File: src/dcl_pkg.sv
// Package of constants and types for the DAC code word loader
package dcl_pkg;
  localparam logic [4:0] DEV_ADDR_HI = 5'h03;
  localparam int ADDR_DC_BITS = 2;
  localparam int WORD_W = 16;
  localparam int CODE_W = 10;
  localparam int PD_POS = 15;
  localparam int UNUSED_HI_POS = 14;
  localparam int CODE_MSB_POS = 13;
  localparam int CODE_LSB_POS = 4;
  localparam logic [15:0] WORD_RST = 16'h0000;
  localparam logic [9:0] CODE_RST = 10'h000;
  localparam logic PD_RST = 1'b0;
  localparam int SYNC_STAGES = 2;

  typedef struct packed {
    logic pd;
    logic [9:0] code;
  } dcl_dac_t;

  typedef struct packed {
    logic start;
    logic stop;
    logic rise;
    logic fall;
  } dcl_ev_t;
endpackage : dcl_pkg
File: src/dcl_bus_sync.sv
// Two-stage synchroniser and edge / condition detector for the serial bus pins
`timescale 1ns/1ps
module dcl_bus_sync (
  input wire logic mclk_i,
  input wire logic nrst_i,
  input wire logic scl_i,
  input wire logic sda_i,
  output logic sda_o,
  output dcl_pkg::dcl_ev_t ev_o
);
  logic [1:0] scl_sync_reg;
  logic [1:0] sda_sync_reg;
  logic scl_d_reg;
  logic sda_d_reg;

  always_ff @(posedge mclk_i or negedge nrst_i) begin
    if (!nrst_i) begin
      scl_sync_reg <= 2'h3;
      sda_sync_reg <= 2'h3;
      scl_d_reg <= 1'b1;
      sda_d_reg <= 1'b1;
    end else begin
      scl_sync_reg <= {scl_sync_reg[0], scl_i};
      sda_sync_reg <= {sda_sync_reg[0], sda_i};
      scl_d_reg <= scl_sync_reg[1];
      sda_d_reg <= sda_sync_reg[1];
    end
  end

  wire scl_rise = scl_sync_reg[1] & ~scl_d_reg;
  wire scl_fall = ~scl_sync_reg[1] & scl_d_reg;
  wire bus_start = scl_sync_reg[1] & scl_d_reg & sda_d_reg & ~sda_sync_reg[1];
  wire bus_stop = scl_sync_reg[1] & scl_d_reg & ~sda_d_reg & sda_sync_reg[1];

  assign sda_o = sda_sync_reg[1];
  assign ev_o = '{start: bus_start, stop: bus_stop, rise: scl_rise, fall: scl_fall};
endmodule : dcl_bus_sync

File: src/dcl_loader.sv
// Serial bus slave that loads the input word and moves it to the DAC register
// Summary of operation
// - Two bytes, upper first, MSB first
// - Serial bits collect in sixteen-bit input word
// - DAC register loads only after whole word
// - Word bit 15 requests power-down when one
// - Word bits 13..4 give code bits 9..0
// - Word bit 14 and bits 3..0 ignored
// - Reads return word, upper byte first then lower byte, MSB first
// - Input word cleared after a two-byte read; kept after a one-byte read
// - Address 0001100, low two bits don't-care
// - Acknowledge address and both data bytes
`timescale 1ns/1ps
module dcl_loader (
  input wire logic mclk_i,
  input wire logic nrst_i,
  input wire logic scl_i,
  input wire logic sda_i,
  output logic sda_o,
  output logic sda_oe_o,
  output logic soft_power_down_bit_o,
  output logic [9:0] converter_code_bits_o,
  output logic [15:0] input_word_o
);
  typedef enum logic [2:0] {ST_IDLE, ST_ADDR, ST_ADDR_ACK, ST_WDATA, ST_WACK, ST_RDATA, ST_RACK} dcl_state_t;

  dcl_pkg::dcl_ev_t ev;
  logic sda_s;
  dcl_state_t state_reg, state_next;
  logic [7:0] shift_reg, shift_next;
  logic [3:0] bit_cnt_reg, bit_cnt_next;
  logic byte_idx_reg, byte_idx_next;
  logic rw_reg, rw_next;
  logic [15:0] word_reg, word_next;
  dcl_pkg::dcl_dac_t dac_reg, dac_next;
  logic oe_reg, oe_next;
  logic rd_done_reg, rd_done_next;

  dcl_bus_sync i_dcl_bus_sync (
    .mclk_i(mclk_i),
    .nrst_i(nrst_i),
    .scl_i(scl_i),
    .sda_i(sda_i),
    .sda_o(sda_s),
    .ev_o(ev)
  );

  wire addr_match = (shift_reg[7:3] == dcl_pkg::DEV_ADDR_HI);
  wire byte_full = (bit_cnt_reg == 4'h8);
  wire [7:0] rd_byte = byte_idx_reg ? word_reg[7:0] : word_reg[15:8];
  wire [2:0] rd_bit_idx = 3'h7 - bit_cnt_reg[2:0];
  wire [15:0] full_word = {word_reg[15:8], shift_reg};

  always_comb begin
    state_next = state_reg;
    shift_next = shift_reg;
    bit_cnt_next = bit_cnt_reg;
    byte_idx_next = byte_idx_reg;
    rw_next = rw_reg;
    word_next = word_reg;
    dac_next = dac_reg;
    oe_next = oe_reg;
    rd_done_next = rd_done_reg;
    if (ev.start) begin
      state_next = ST_ADDR;
      bit_cnt_next = 4'h0;
      byte_idx_next = 1'b0;
      oe_next = 1'b0;
      if (rd_done_reg) begin
        word_next = dcl_pkg::WORD_RST;
      end
      rd_done_next = 1'b0;
    end else if (ev.stop) begin
      state_next = ST_IDLE;
      oe_next = 1'b0;
      if (rd_done_reg) begin
        word_next = dcl_pkg::WORD_RST;
      end
      rd_done_next = 1'b0;
    end else begin
      unique case (state_reg)
        ST_IDLE: begin
          oe_next = 1'b0;
        end
        ST_ADDR: begin
          if (ev.rise && !byte_full) begin
            shift_next = {shift_reg[6:0], sda_s};
            bit_cnt_next = bit_cnt_reg + 4'h1;
          end else if (ev.fall && byte_full) begin
            if (addr_match) begin
              oe_next = 1'b1;
              rw_next = shift_reg[0];
              state_next = ST_ADDR_ACK;
            end else begin
              state_next = ST_IDLE;
            end
          end
        end
        ST_ADDR_ACK: begin
          if (ev.fall) begin
            bit_cnt_next = 4'h0;
            if (rw_reg) begin
              oe_next = ~rd_byte[3'h7];
              state_next = ST_RDATA;
            end else begin
              oe_next = 1'b0;
              state_next = ST_WDATA;
            end
          end
        end
        ST_WDATA: begin
          if (ev.rise && !byte_full) begin
            shift_next = {shift_reg[6:0], sda_s};
            bit_cnt_next = bit_cnt_reg + 4'h1;
          end else if (ev.fall && byte_full) begin
            oe_next = 1'b1;
            state_next = ST_WACK;
            if (!byte_idx_reg) begin
              word_next = {shift_reg, word_reg[7:0]};
            end else begin
              word_next = full_word;
              dac_next.pd = full_word[dcl_pkg::PD_POS];
              dac_next.code = full_word[dcl_pkg::CODE_MSB_POS:dcl_pkg::CODE_LSB_POS];
            end
          end
        end
        ST_WACK: begin
          if (ev.fall) begin
            oe_next = 1'b0;
            bit_cnt_next = 4'h0;
            byte_idx_next = ~byte_idx_reg;
            state_next = byte_idx_reg ? ST_IDLE : ST_WDATA;
          end
        end
        ST_RDATA: begin
          if (ev.fall) begin
            if (bit_cnt_reg == 4'h7) begin
              oe_next = 1'b0;
              bit_cnt_next = 4'h0;
              state_next = ST_RACK;
            end else begin
              bit_cnt_next = bit_cnt_reg + 4'h1;
              oe_next = ~rd_byte[rd_bit_idx - 3'h1];
            end
          end
        end
        ST_RACK: begin
          if (ev.rise) begin
            if (byte_idx_reg) begin
              rd_done_next = 1'b1;
              state_next = ST_IDLE;
            end else if (sda_s) begin
              state_next = ST_IDLE;
            end
          end else if (ev.fall) begin
            byte_idx_next = 1'b1;
            oe_next = ~word_reg[7];
            state_next = ST_RDATA;
          end
        end
        default: begin
          state_next = ST_IDLE;
        end
      endcase
    end
  end

  always_ff @(posedge mclk_i or negedge nrst_i) begin
    if (!nrst_i) begin
      state_reg <= ST_IDLE;
      shift_reg <= 8'h00;
      bit_cnt_reg <= 4'h0;
      byte_idx_reg <= 1'b0;
      rw_reg <= 1'b0;
      word_reg <= dcl_pkg::WORD_RST;
      dac_reg <= '{pd: dcl_pkg::PD_RST, code: dcl_pkg::CODE_RST};
      oe_reg <= 1'b0;
      rd_done_reg <= 1'b0;
    end else begin
      state_reg <= state_next;
      shift_reg <= shift_next;
      bit_cnt_reg <= bit_cnt_next;
      byte_idx_reg <= byte_idx_next;
      rw_reg <= rw_next;
      word_reg <= word_next;
      dac_reg <= dac_next;
      oe_reg <= oe_next;
      rd_done_reg <= rd_done_next;
    end
  end

  assign sda_o = 1'b0;
  assign sda_oe_o = oe_reg;
  assign soft_power_down_bit_o = dac_reg.pd;
  assign converter_code_bits_o = dac_reg.code;
  assign input_word_o = word_reg;

  property p_dac_only_on_second_byte;
    @(posedge mclk_i) disable iff (!nrst_i)
      (dac_reg != $past(dac_reg)) |-> ($past(state_reg) == ST_WDATA && $past(byte_idx_reg));
  endproperty
  a_dac_only_on_second_byte: assert property (p_dac_only_on_second_byte) else $error("DAC changed early");

  property p_dac_map;
    @(posedge mclk_i) disable iff (!nrst_i)
      ($past(state_reg) == ST_WDATA && $past(byte_idx_reg) && state_reg == ST_WACK) |->
        (dac_reg.code == {$past(word_reg[13:8]), $past(shift_reg[7:4])} && dac_reg.pd == $past(word_reg[15]));
  endproperty
  a_dac_map: assert property (p_dac_map) else $error("DAC field mapping wrong");

  property p_read_clear;
    @(posedge mclk_i) disable iff (!nrst_i)
      (rd_done_reg && (ev.stop || ev.start)) |=> (word_reg == dcl_pkg::WORD_RST);
  endproperty
  a_read_clear: assert property (p_read_clear) else $error("Input word not cleared after read");

  property p_addr_ack;
    @(posedge mclk_i) disable iff (!nrst_i)
      (state_reg == ST_ADDR && byte_full && ev.fall && !ev.start && !ev.stop && addr_match) |=> sda_oe_o;
  endproperty
  a_addr_ack: assert property (p_addr_ack) else $error("Address not acknowledged");

  property p_no_ack_foreign;
    @(posedge mclk_i) disable iff (!nrst_i)
      (state_reg == ST_ADDR && byte_full && ev.fall && !ev.start && !ev.stop && !addr_match) |=> state_reg == ST_IDLE;
  endproperty
  a_no_ack_foreign: assert property (p_no_ack_foreign) else $error("Foreign address accepted");

  property p_data_ack;
    @(posedge mclk_i) disable iff (!nrst_i)
      (state_reg == ST_WACK) |-> sda_oe_o;
  endproperty
  a_data_ack: assert property (p_data_ack) else $error("Data byte not acknowledged");

  property p_shift_msb_first;
    @(posedge mclk_i) disable iff (!nrst_i)
      (state_reg == ST_WDATA && ev.rise && !byte_full && !ev.start && !ev.stop) |=>
        (shift_reg[0] == $past(sda_s) && shift_reg[7:1] == $past(shift_reg[6:0]));
  endproperty
  a_shift_msb_first: assert property (p_shift_msb_first) else $error("Shift order wrong");

  property p_read_first_bit;
    @(posedge mclk_i) disable iff (!nrst_i)
      (state_reg == ST_ADDR_ACK && rw_reg && ev.fall && !ev.start && !ev.stop) |=> (sda_oe_o == ~word_reg[15]);
  endproperty
  a_read_first_bit: assert property (p_read_first_bit) else $error("Read MSB wrong");
endmodule : dcl_loader

File: config.mk
export PLATFORM = sky130hd
export DESIGN_NAME = dcl_loader
export DESIGN_NICKNAME = d
export VERILOG_FILES = /design/src/dcl_pkg.sv /design/src/dcl_bus_sync.sv /design/src/dcl_loader.sv
export SDC_FILE = /design/constraint.sdc
export NUM_CORES = 1
export LEC_CHECK = 0
export ABC_AREA = 1
export BUFFER_PORTS_ARGS = -buffer_cell sky130_fd_sc_hd__buf_2
export CAP_MARGIN = 25
export CORE_MARGIN = 4
export CORE_UTILIZATION = 50
export DETAILED_ROUTE_END_ITERATION = 6
export GPL_TIMING_DRIVEN = 0
export PLACE_DENSITY = 0.7
export SLEW_MARGIN = 20
export SYNTH_ARGS = -nofsm -noshare
export SYNTH_HDL_FRONTEND = slang
export SYNTH_SLANG_ARGS = --single-unit
File: constraint.sdc
create_clock -name mclk_i -period 3.8 [get_ports mclk_i]
set_input_delay 0.38 -clock mclk_i [delete_from_list [all_inputs] [get_ports mclk_i]]
set_output_delay 0.38 -clock mclk_i [all_outputs]
set_load 0.05 [all_outputs]
==> results of run 1 <==
worst max-delay path, stage by stage (launching register included):
cell	delay, ps
dfrtp_1	390
clkbuf_1	200
inv_1	210
ha_1	180
nand3_1	220
nor3_4	280
nor2_1	110
nor3_4	330
o22ai_1	120
per-stage QoR:
step           power, mW  std cells  area, µm²  hold slack, ps  setup WS [ps]
4_1_cts            1.272        428       2949           103.6           1592
3_3_place_gp      0.8911        420       2839           346.5           1664
2_1_floorplan     0.8230        322       2600           84.41           2017
6_report           1.261        428       2949           79.12           1621
5_1_grt            1.344        428       2949           131.3           1411
3_5_place_dp      0.8965        420       2841           347.8           1599
routing by layer:
| metal | global-route usage | part of all wire | up-vias |
|---|---|---|---|
| li1 | - | - | 1115 |
| met1 | 0.2952 | 0.47 | 995 |
| met2 | 0.3187 | 0.45 | 70 |
| met3 | 0.04709 | 0.066 | 13 |
| met4 | 0.09122 | 0.019 | 0 |
| met5 | 0 | 0 | - |
power by group:
group | internal [mW] | switching, mW
Sequential | 0.588 | 0.0334
Clock | 0.196 | 0.177
Combinational | 0.0881 | 0.178
placed cells by master, fill, tap and decap left out, types with 4 or more instances in the layout:
| master | n |
|---|---|
| o21ai_0 | 20 |
| clkbuf_8 | 5 |
| o21ai_1 | 8 |
| nor2_1 | 29 |
| dfstp_2 | 6 |
| o22ai_1 | 8 |
| inv_1 | 37 |
| dfrtp_1 | 46 |
| buf_2 | 33 |
| inv_2 | 4 |
| nand2_2 | 4 |
| clkbuf_1 | 4 |
| nand3_1 | 25 |
| nand2_1 | 95 |
final timing paths:
path | cells past startpoint | slack, ps | end | start
setup / recovery | 8 | 1620 | input_word_o[4] | bit_cnt_reg[0]
hold / removal | 1 | 80 | soft_power_down_bit_o | nrst_i
setup reg to reg | 8 | 1620 | input_word_o[4] | bit_cnt_reg[0]
hold reg to reg | 0 | 360 | i_dcl_bus_sync.scl_sync_reg[1] | i_dcl_bus_sync.scl_sync_reg[0]
max in group asynchronous | 1 | 3280 | state_reg[0] | nrst_i
min in group mclk_i | 1 | 170 | i_dcl_bus_sync.scl_sync_reg[0] | scl_i
cell type report:
class                   count  area (µm²)
plain buffers               7       33.78
clock buffers               6       72.57
clock inverters             2       35.03
fillers                   453        1931
inverters                  42       157.7
multi-input cells         221        1100
flip-flops and latches     52        1309
well taps                  67       83.83
repair buffers             31       157.7
cells by family after synthesis:
logic type	synth area share
AO/OA/AOI/OAI	0.1107
XOR/XNOR	0.006738
adder cells (fa/ha/maj)	0.009623
buffers and inverters	0.07362
flip-flops	0.5034
multiplexers	0.003850
other	0.001442
AND/OR/NAND/NOR	0.2907
==> qor.txt, run 1 <==
status: finished, final reports clean
crit-path max FO: 8
Ports: 33
FF+latch count, synth: 52
P&R area growth vs syn: 13.43%
# nets final: 366
H-Tree Depth: 2
1st-pass router iterations: 4
crit path DAT: 2350 ps
WS Path Type: flop to flop
Cell Pwr Density: 427.6 nW/µm²
pin count of the biggest net entering global routing: 53
clock slew at reported path FFs: 90 ps
TritonCTS clock tree: yes
Overflow after GRT: 0
CP Data Required Time: 3970 ps
hold_buf cts: 0
wire per inst: 13.86 µm
Finished Core Util: 0.6044
DPL Wire Length: 4429 µm
Mapped Cells: 322
Worst slew margin: 0.5771
Seq/Total Area, Yosys: 0.5034
diodes inserted: 0
CTS Buf Count: 5
most frequent cell after synthesis: nand2_1
Worst Clk Skew: 9.811 ps
via count: 2193
Post-synth EDFFs: 0
largest cells by area after synthesis: dfrtp_1 (44%), nand2_1 (14%), dfstp_2 (6.1%)
Starting Density: 0.5328
RSZ-0062 raised after global routing: false
port bufs: 31
CP Launch Type: flop
worst-skew pair later-pin latency: 310 ps
# resized after CTS: 0
All-Layer GR Usage: 0.2125
CP Capture Type: flop
FFs w/ async S/R, synth: 1.000
first-pass GRT wire length: 10580 µm
final hold violations: 0
total setup buffers inserted after CTS: 0
dominant synthesized flop cell: dfrtp_1
Die ar.: 6418 µm²
Peak supply drop: 0.2711 mV
fraction of layout cells with a size suffix above 1: 0.1884
measured slew at the worst slew-check pin: 634.3 ps
Lkg Pwr: 1.513 nW
Slew Limit Fails: 0
drc violations: 0
routed wire length: 5931 µm
Yosys top cell by area: dfrtp_1
antenna viol nets, final: 0
# clock sinks: 52
Synth top area share: 0.4427
Max Cap Viol: 0
clk buf depth: 2
vias in the first global route: 2214
Final Setup Violations: 0
antenna violations before repair: 0
Iteration-0 DRC Markers: 186
min cycle time layout: 2179 ps
syn_nets: 328
synth unique cells: 36
Die Span Y: 80.11 µm
via density per instance: 5.124
worst hold path class: input pin to asynchronous set/reset pin
Synth Area per Inst: 8.075 µm²
Achievable Freq: 458.9 MHz
Mapped Area: 2600 µm²
root buffer cell: clkbuf_8
row count: 25
Die W: 80.11 µm
synth cell count leaders: nand2_1 (95), dfrtp_1 (46), inv_1 (37)
gpl congestion: 0.8750
Synth Warn #: 0
Final period util: 0.5734
Core ar.: 4880 µm²
Setup TNS: 0 ps
max FFs per register: 16
No activity file was read; power rests on OpenSTA's default activity.
==> inputs of run 2 (changes only) <==
ABC_AREA = 0   (was 1)
PLACE_DENSITY = 0.73   (was 0.7)
clock period = 1.8 ns   (was 3.8 ns; I/O delays follow)
==> run 2 against run 1 <==
Net effect:
- the flow now finishes with violations (setup timing)
- final cell count down 5.6%
- sequential power up 140%
- highest routed layer unchanged
- wire length up 21%
- critical path type unchanged
- largest power group is now combinational logic
==> qor.txt, run 2 <==
status: finished, violations left
failing checks: setup timing
Inst Count DP: 367 (-13%)
Mapped Cells: 266 (-17%)
max incr delay on CP: 510 ps (+120 ps)
WS Path Type: flop to flop
CP Capture Type: flop
min cycle time layout: 2172 ps (-6.615 ps)
crit-path cells: clkbuf_8 > inv_4 > ha_4 > mux4_2 > mux2_4 > o32ai_2 > a21oi_2 > mux2i_1
Lkg Pwr: 1.731 nW (+14%)
CTS Buf Count: 5 (unchanged)
diodes inserted: 0 (unchanged)
antenna violations before repair: 0 (unchanged)
Max Cap Viol: 0 (unchanged)
syn_nets: 272 (-17%)
first-pass GRT wire length: 11050 µm (+4.4%)
synth cell count leaders: nand2_1 (66), dfrtp_1 (46), o21ai_0 (13)
Overflow after GRT: 0 (unchanged)
Synth Area per Inst: 10.07 µm² (+25%)
dominant synthesized flop cell: dfrtp_1
port bufs: 31 (unchanged)
Met2 Wirelength: 3522 µm (+33%)
Slew Limit Fails: 0 (unchanged)
final instance count without filler cells: 404 (-5.6%)
# nets final: 339 (-7.4%)
DPL Wire Length: 4307 µm (-2.8%)
Cell Pwr Density: 1039 nW/µm² (+140%)
Ports: 33 (unchanged)
P&R area growth vs syn: 35.22%
Hold Crit Depth: 0
Yosys top cell by area: dfrtp_1
# clock sinks: 52 (unchanged)
antenna viol nets, final: 0 (unchanged)
Worst Clk Skew: 7.985 ps (-1.826 ps)
final hold violations: 0 (unchanged)
hold endpoint: i_dcl_bus_sync.sda_sync_reg[1]
Worst Reg-to-Reg Cells: 8 (unchanged)
drc violations: 0 (unchanged)
clk buf depth: 2 (unchanged)
1st-pass router iterations: 5 (+1)
Starting Density: 0.5212 (-0.01164)
max FFs per register: 16 (unchanged)
WP buf/inv: 2 (unchanged)
M1 wire length: 3140 µm (+13%)
Final Setup Violations: 34 (+34)
crit path DAT: 2400 ps (+50 ps)
Achievable Freq: 460.3 MHz (+0.30%)
routed wire length: 7163 µm (+21%)
worst-skew pair later-pin latency: 310 ps (about the same)
FF-to-FF Start: bit_cnt_reg[0]
clock slew at reported path FFs: 90 ps (about the same)
leading cell type in the layout, fill and taps excluded: dfrtp_1
Core ar.: 5140 µm² (+5.3%)
CP Launch Type: flop
wire per inst: 17.73 µm (+28%)
met3 WL: 401 µm (+2.0%)
Post-synth EDFFs: 0 (unchanged)
gpl congestion: 0.8987 (+2.7%)
synth unique cells: 63 (+75%)
R2R Setup Slk: -370 ps (-1990 ps)
Synth Warn #: 0 (unchanged)
Die ar.: 6593 µm² (+2.7%)
Final period util: 1.207 (+0.6335)
Seq/Total Area, Yosys: 0.4886 (-0.01481)
root buffer cell: clkbuf_8
Synth top area share: 0.4297 (-0.01303)
Top Metal Used: met4
largest cells by area after synthesis: dfrtp_1 (43%), nand2_1 (9.2%), dfstp_2 (5.9%)
All-Layer GR Usage: 0.2187 (+0.006252)
Mapped Area: 2679 µm² (+3.0%)
row count: 26 (+4.0%)
most frequent cells in the layout: dfrtp_1 (46), nand2_1 (39), buf_2 (31), buf_4 (21), nand2_2 (21)
most frequent cell after synthesis: nand2_1
CP Data Required Time: 2030 ps (-1940 ps)
via count: 2344 (+6.9%)
RSZ-0062 raised after global routing: true
Iteration-0 DRC Markers: 209 (+12%)
min-delay src: i_dcl_bus_sync.sda_sync_reg[0]
via density per instance: 5.802 (+13%)
final worst slack: -372.4 ps (-1993 ps)
Power Total: 3.764 mW (+200%)
Worst slew margin: 0.5659 (-0.01118)
Die W: 81.20 µm (+1.4%)
TritonCTS clock tree: yes
vias in the first global route: 2203 (-0.50%)
Die Span Y: 81.20 µm (+1.4%)
FF+latch count, synth: 52 (unchanged)
pin count of the biggest net entering global routing: 53 (unchanged)
crit-path max FO: 6 (-2)
H-Tree Depth: 2 (unchanged)
fraction of layout cells with a size suffix above 1: 0.4701 (+0.2817)
FFs w/ async S/R, synth: 1.000 (unchanged)
family with the most delay on the worst path: multiplexers
Peak supply drop: 0.7527 mV (+180%)
terminus of the critical flop-to-flop path: sda_oe_o
measured slew at the worst slew-check pin: 651.1 ps (+16.78 ps)
worst hold path class: flop to flop
crit path max-delay cell type: mux4_2
==> run 2: cell count changes after synthesis, moves of 6 or more <==
cell     previous run  this run
a21oi_1             3         9
inv_1              37         5
mux2_2              0        11
nand2_1            95        66
nand3_1            25         8
nor2_1             29        10
o21ai_0            20        13
o21ai_1             8         0
o22ai_1             8         1
==> run 2: through the flow <==
stage	TNS [ps]	hold WS [ps]	util	worst slack, ps	cell area (µm²)
2_1_floorplan	-270.5	-115.6	-	-219.8	2713
3_3_place_gp	-5929	284.6	0.5750	-391.3	2955
3_5_place_dp	-6918	251.0	0.5755	-380.7	2958
4_1_cts	-3206	362.0	0.6490	-357.9	3336
5_1_grt	-7406	368.7	0.7047	-480.8	3622
6_report	-4822	360.4	0.7047	-372.4	3622
==> run 2: cell families (layout without fill, tap and decap cells) <==
group           after synthesis  in the layout  synth area share
compound gates               56             56            0.1485
xor+xnor                      3              3          0.009810
fa+ha+maj                     2              2          0.009340
buf+inv                      21             89           0.03690
flops                        52             52            0.4886
mux                          20             20           0.09668
other cells                   1              1          0.001400
simple gates                111            111            0.2088
==> run 2: power by group <==
part	internal, mW	leakage, nW	switching (mW)
combinational	0.761	0.992	0.843
sequential	1.30	0.694	0.187
clock	0.278	0.0456	0.390
==> run 2: how the worst max path moves through the flow <==
stage | startpoint | end | depth (start not counted)
2_1_floorplan | bit_cnt_reg[0] | sda_oe_o | 8
3_3_place_gp | bit_cnt_reg[0] | sda_oe_o | 8
3_5_place_dp | bit_cnt_reg[0] | sda_oe_o | 8
4_1_cts | bit_cnt_reg[0] | sda_oe_o | 8
5_1_grt | bit_cnt_reg[0] | sda_oe_o | 8
6_report | bit_cnt_reg[0] | sda_oe_o | 8
==> run 2: routing by layer <==
layer,up-vias,global-route usage
met1,1168,0.3150
met2,88,0.3448
met4,0,0.05912
met5,-,0
li1,1076,-
met3,12,0.03326
==> run 2: timing repair <==
action	4_1_cts	5_1_grt
hold endpoints to repair	48	0
endpoints found under the setup margin	42	44
buffers inserted	17	7
resized for setup	38	62
pin swaps	11	31
cloned	1	2
hold buffers	3	0
==> run 2: area by class of cell <==
class / instances / area, µm²
Multi-Input combinational cell: 193 / 1530
Fill cell: 380 / 1518
Sequential cell: 52 / 1309
Timing Repair Buffer: 60 / 451.7
Buffer: 15 / 132.6
Tap cell: 70 / 87.58
Clock buffer: 6 / 72.57
Inverter: 6 / 25.02
Clock inverter: 2 / 13.76
==> run 2: worst register-to-register path: stages (launching register included) <==
cell and delay [ps]:
dfrtp_1 370, clkbuf_8 140, inv_4 30, ha_4 300, mux4_2 510, mux2_4 280, o32ai_2 220, a21oi_2 100
mux2i_1 150
==> inputs of run 3 (changes only) <==
BUFFER_PORTS_ARGS = -buffer_cell sky130_fd_sc_hd__buf_4   (was -buffer_cell sky130_fd_sc_hd__buf_2)
CORE_UTILIZATION = 52   (was 50)
MAX_ROUTING_LAYER = met4   (was default)
PLACE_DENSITY = 0.75   (was 0.73)
==> run 3 against run 2 <==
Net effect:
- the flow still finishes with violations (setup timing)
- sequential share of layout area is 0.92 points higher
- register-to-register slack improved by 50 ps
- critical path depth unchanged
- wire length down 7.4%
- sequential cell count is the same
- first-iteration DRC count rose by 3.8%
==> qor.txt, run 3 (synthesis gave the netlist of run 2 again) <==
P&R area growth vs syn: 31.85%
CTS Buf Count: 5 (unchanged)
Lkg Pwr: 1.667 nW (-3.7%)
antenna violations before repair: 0 (unchanged)
failing checks: setup timing
Power Total: 3.740 mW (-0.62%)
measured slew at the worst slew-check pin: 627.1 ps (-24.03 ps)
max incr delay on CP: 520 ps (about the same)
first-pass GRT wire length: 10800 µm (-2.2%)
Achievable Freq: 470.7 MHz (+2.2%)
Die ar.: 6364 µm² (-3.5%)
via density per instance: 5.862 (+1.0%)
WS Path Type: flop to flop
Slew Limit Fails: 0 (unchanged)
Final Setup Violations: 27 (-21%)
root buffer cell: clkbuf_8
Die W: 79.78 µm (-1.7%)
Finished Core Util: 0.7285 (+0.02379)
WP buf/inv: 2 (unchanged)
# clock sinks: 52 (unchanged)
drc violations: 0 (unchanged)
Iteration-0 DRC Markers: 217 (+3.8%)
Worst Reg-to-Reg Cells: 8 (unchanged)
Ports: 33 (unchanged)
cell count along the critical path: 8 (unchanged)
final hold violations: 0 (unchanged)
Worst slew margin: 0.5820 (+0.01602)
vias in the first global route: 2124 (-3.6%)
Peak supply drop: 0.8663 mV (+15%)
max FFs per register: 16 (unchanged)
min cycle time layout: 2125 ps (-47.74 ps)
All-Layer GR Usage: 0.2263 (+0.007598)
fraction of layout cells with a size suffix above 1: 0.4400 (-0.03006)
H-Tree Depth: 2 (unchanged)
Core ar.: 4848 µm² (-5.7%)
crit-path cells: clkbuf_8 > inv_4 > ha_4 > mux4_2 > mux2_4 > o32ai_4 > a21oi_2 > mux2i_1
wire per inst: 16.92 µm (-4.6%)
crit path max-delay cell type: mux4_2
CP Data Required Time: 2040 ps (about the same)
Starting Density: 0.5525 (+0.03134)
Worst Clk Skew: 8.716 ps (+0.7305 ps)
Hold Crit Depth: 0 (unchanged)
CP Launch Type: flop
Cell Pwr Density: 1059 nW/µm² (+1.9%)
CP Capture Type: flop
clk buf depth: 2 (unchanged)
gpl congestion: 0.9078 (+1.0%)
clock slew at reported path FFs: 100 ps (about the same)
Die Span Y: 79.78 µm (-1.7%)
worst-skew pair later-pin latency: 310 ps (about the same)
1st-pass router iterations: 4 (-1)
Final period util: 1.180 (-0.02652)
family with the most delay on the worst path: multiplexers
via count: 2298 (-2.0%)
TritonCTS clock tree: yes
worst hold path class: flop to flop
row count: 25 (-3.8%)
Max Cap Viol: 0 (unchanged)
pin count of the biggest net entering global routing: 53 (unchanged)
status: finished, violations left
RSZ-0062 raised after global routing: true
routed wire length: 6632 µm (-7.4%)
crit-path max FO: 4 (-2)
diodes inserted: 0 (unchanged)
most frequent cells in the layout: buf_4 (46), dfrtp_1 (46), nand2_1 (45), nand2_2 (20)
# nets final: 330 (-2.7%)
DPL Wire Length: 4245 µm (-1.4%)
final worst slack: -324.7 ps (+47.74 ps)
antenna viol nets, final: 0 (unchanged)
port bufs: 31 (unchanged)
Overflow after GRT: 0 (unchanged)
crit path DAT: 2360 ps (-40 ps)
-- run 3: cell types whose count changed in the layout (fill, tap and decap cells not counted), sizes merged --
cell | before | now
buf | 67 | 57
clkbuf | 11 | 12
-- run 3: worst register-to-register path: stages, from the launching register on --
cell	delay, ps
dfrtp_1	370
clkbuf_8	140
inv_4	30
ha_4	280
mux4_2	520
mux2_4	300
o32ai_4	210
a21oi_2	90
mux2i_1	130
-- run 3: metal layers --
metal,vias to the layer above,track usage,part of all wire
met5,-,-,0
met4,0,0.06419,0.015
met3,12,0.03950,0.062
met2,73,0.3322,0.46
met1,1148,0.3255,0.46
li1,1065,-,-
-- run 3: cell type report --
type / count / area, µm²
multi-input cells: 193 / 1495
flip-flops and latches: 52 / 1309
inverters: 6 / 25.02
plain buffers: 15 / 123.9
clock inverters: 2 / 13.76
well taps: 67 / 83.83
fillers: 364 / 1316
repair buffers: 51 / 409.1
clock buffers: 6 / 72.57
-- run 3: timing repair --
action,4_1_cts,5_1_grt
setup buffers,12,3
cloned,1,1
pin swaps,18,24
endpoints found under the setup margin,42,44
endpoints found under the hold margin,48,0
gates resized for setup,41,39
hold buffers,3,0
-- run 3: power breakdown --
| part | internal [mW] | switching (mW) |
|---|---|---|
| registers | 1.30 | 0.179 |
| clock network | 0.278 | 0.394 |
| logic | 0.760 | 0.825 |
-- run 3: worst paths after layout --
check	from	end	slack [ps]
setup / recovery	bit_cnt_reg[0]	sda_oe_o	-320
min in group asynchronous	nrst_i	converter_code_bits_o[3]	430
hold reg to reg	i_dcl_bus_sync.sda_sync_reg[0]	i_dcl_bus_sync.sda_sync_reg[1]	360
setup reg to reg	bit_cnt_reg[0]	sda_oe_o	-320
hold / removal	i_dcl_bus_sync.sda_sync_reg[0]	i_dcl_bus_sync.sda_sync_reg[1]	360
max in group asynchronous	nrst_i	shift_reg[0]	950
-- run 3: metrics by stage --
step / setup WS, ps / hold slack (ps) / instances / instance area (µm²) / setup TNS, ps
after CTS: -330.1 / 361.9 / 388 / 3354 / -3148
after global placement: -385.6 / 247.1 / 364 / 3029 / -5655
after global routing: -397.9 / 364.4 / 392 / 3532 / -5306
after detailed placement: -413.1 / 242.3 / 364 / 3029 / -7186
after floorplan: -219.8 / -115.6 / 266 / 2713 / -270.5
final: -324.7 / 360.8 / 392 / 3532 / -3619
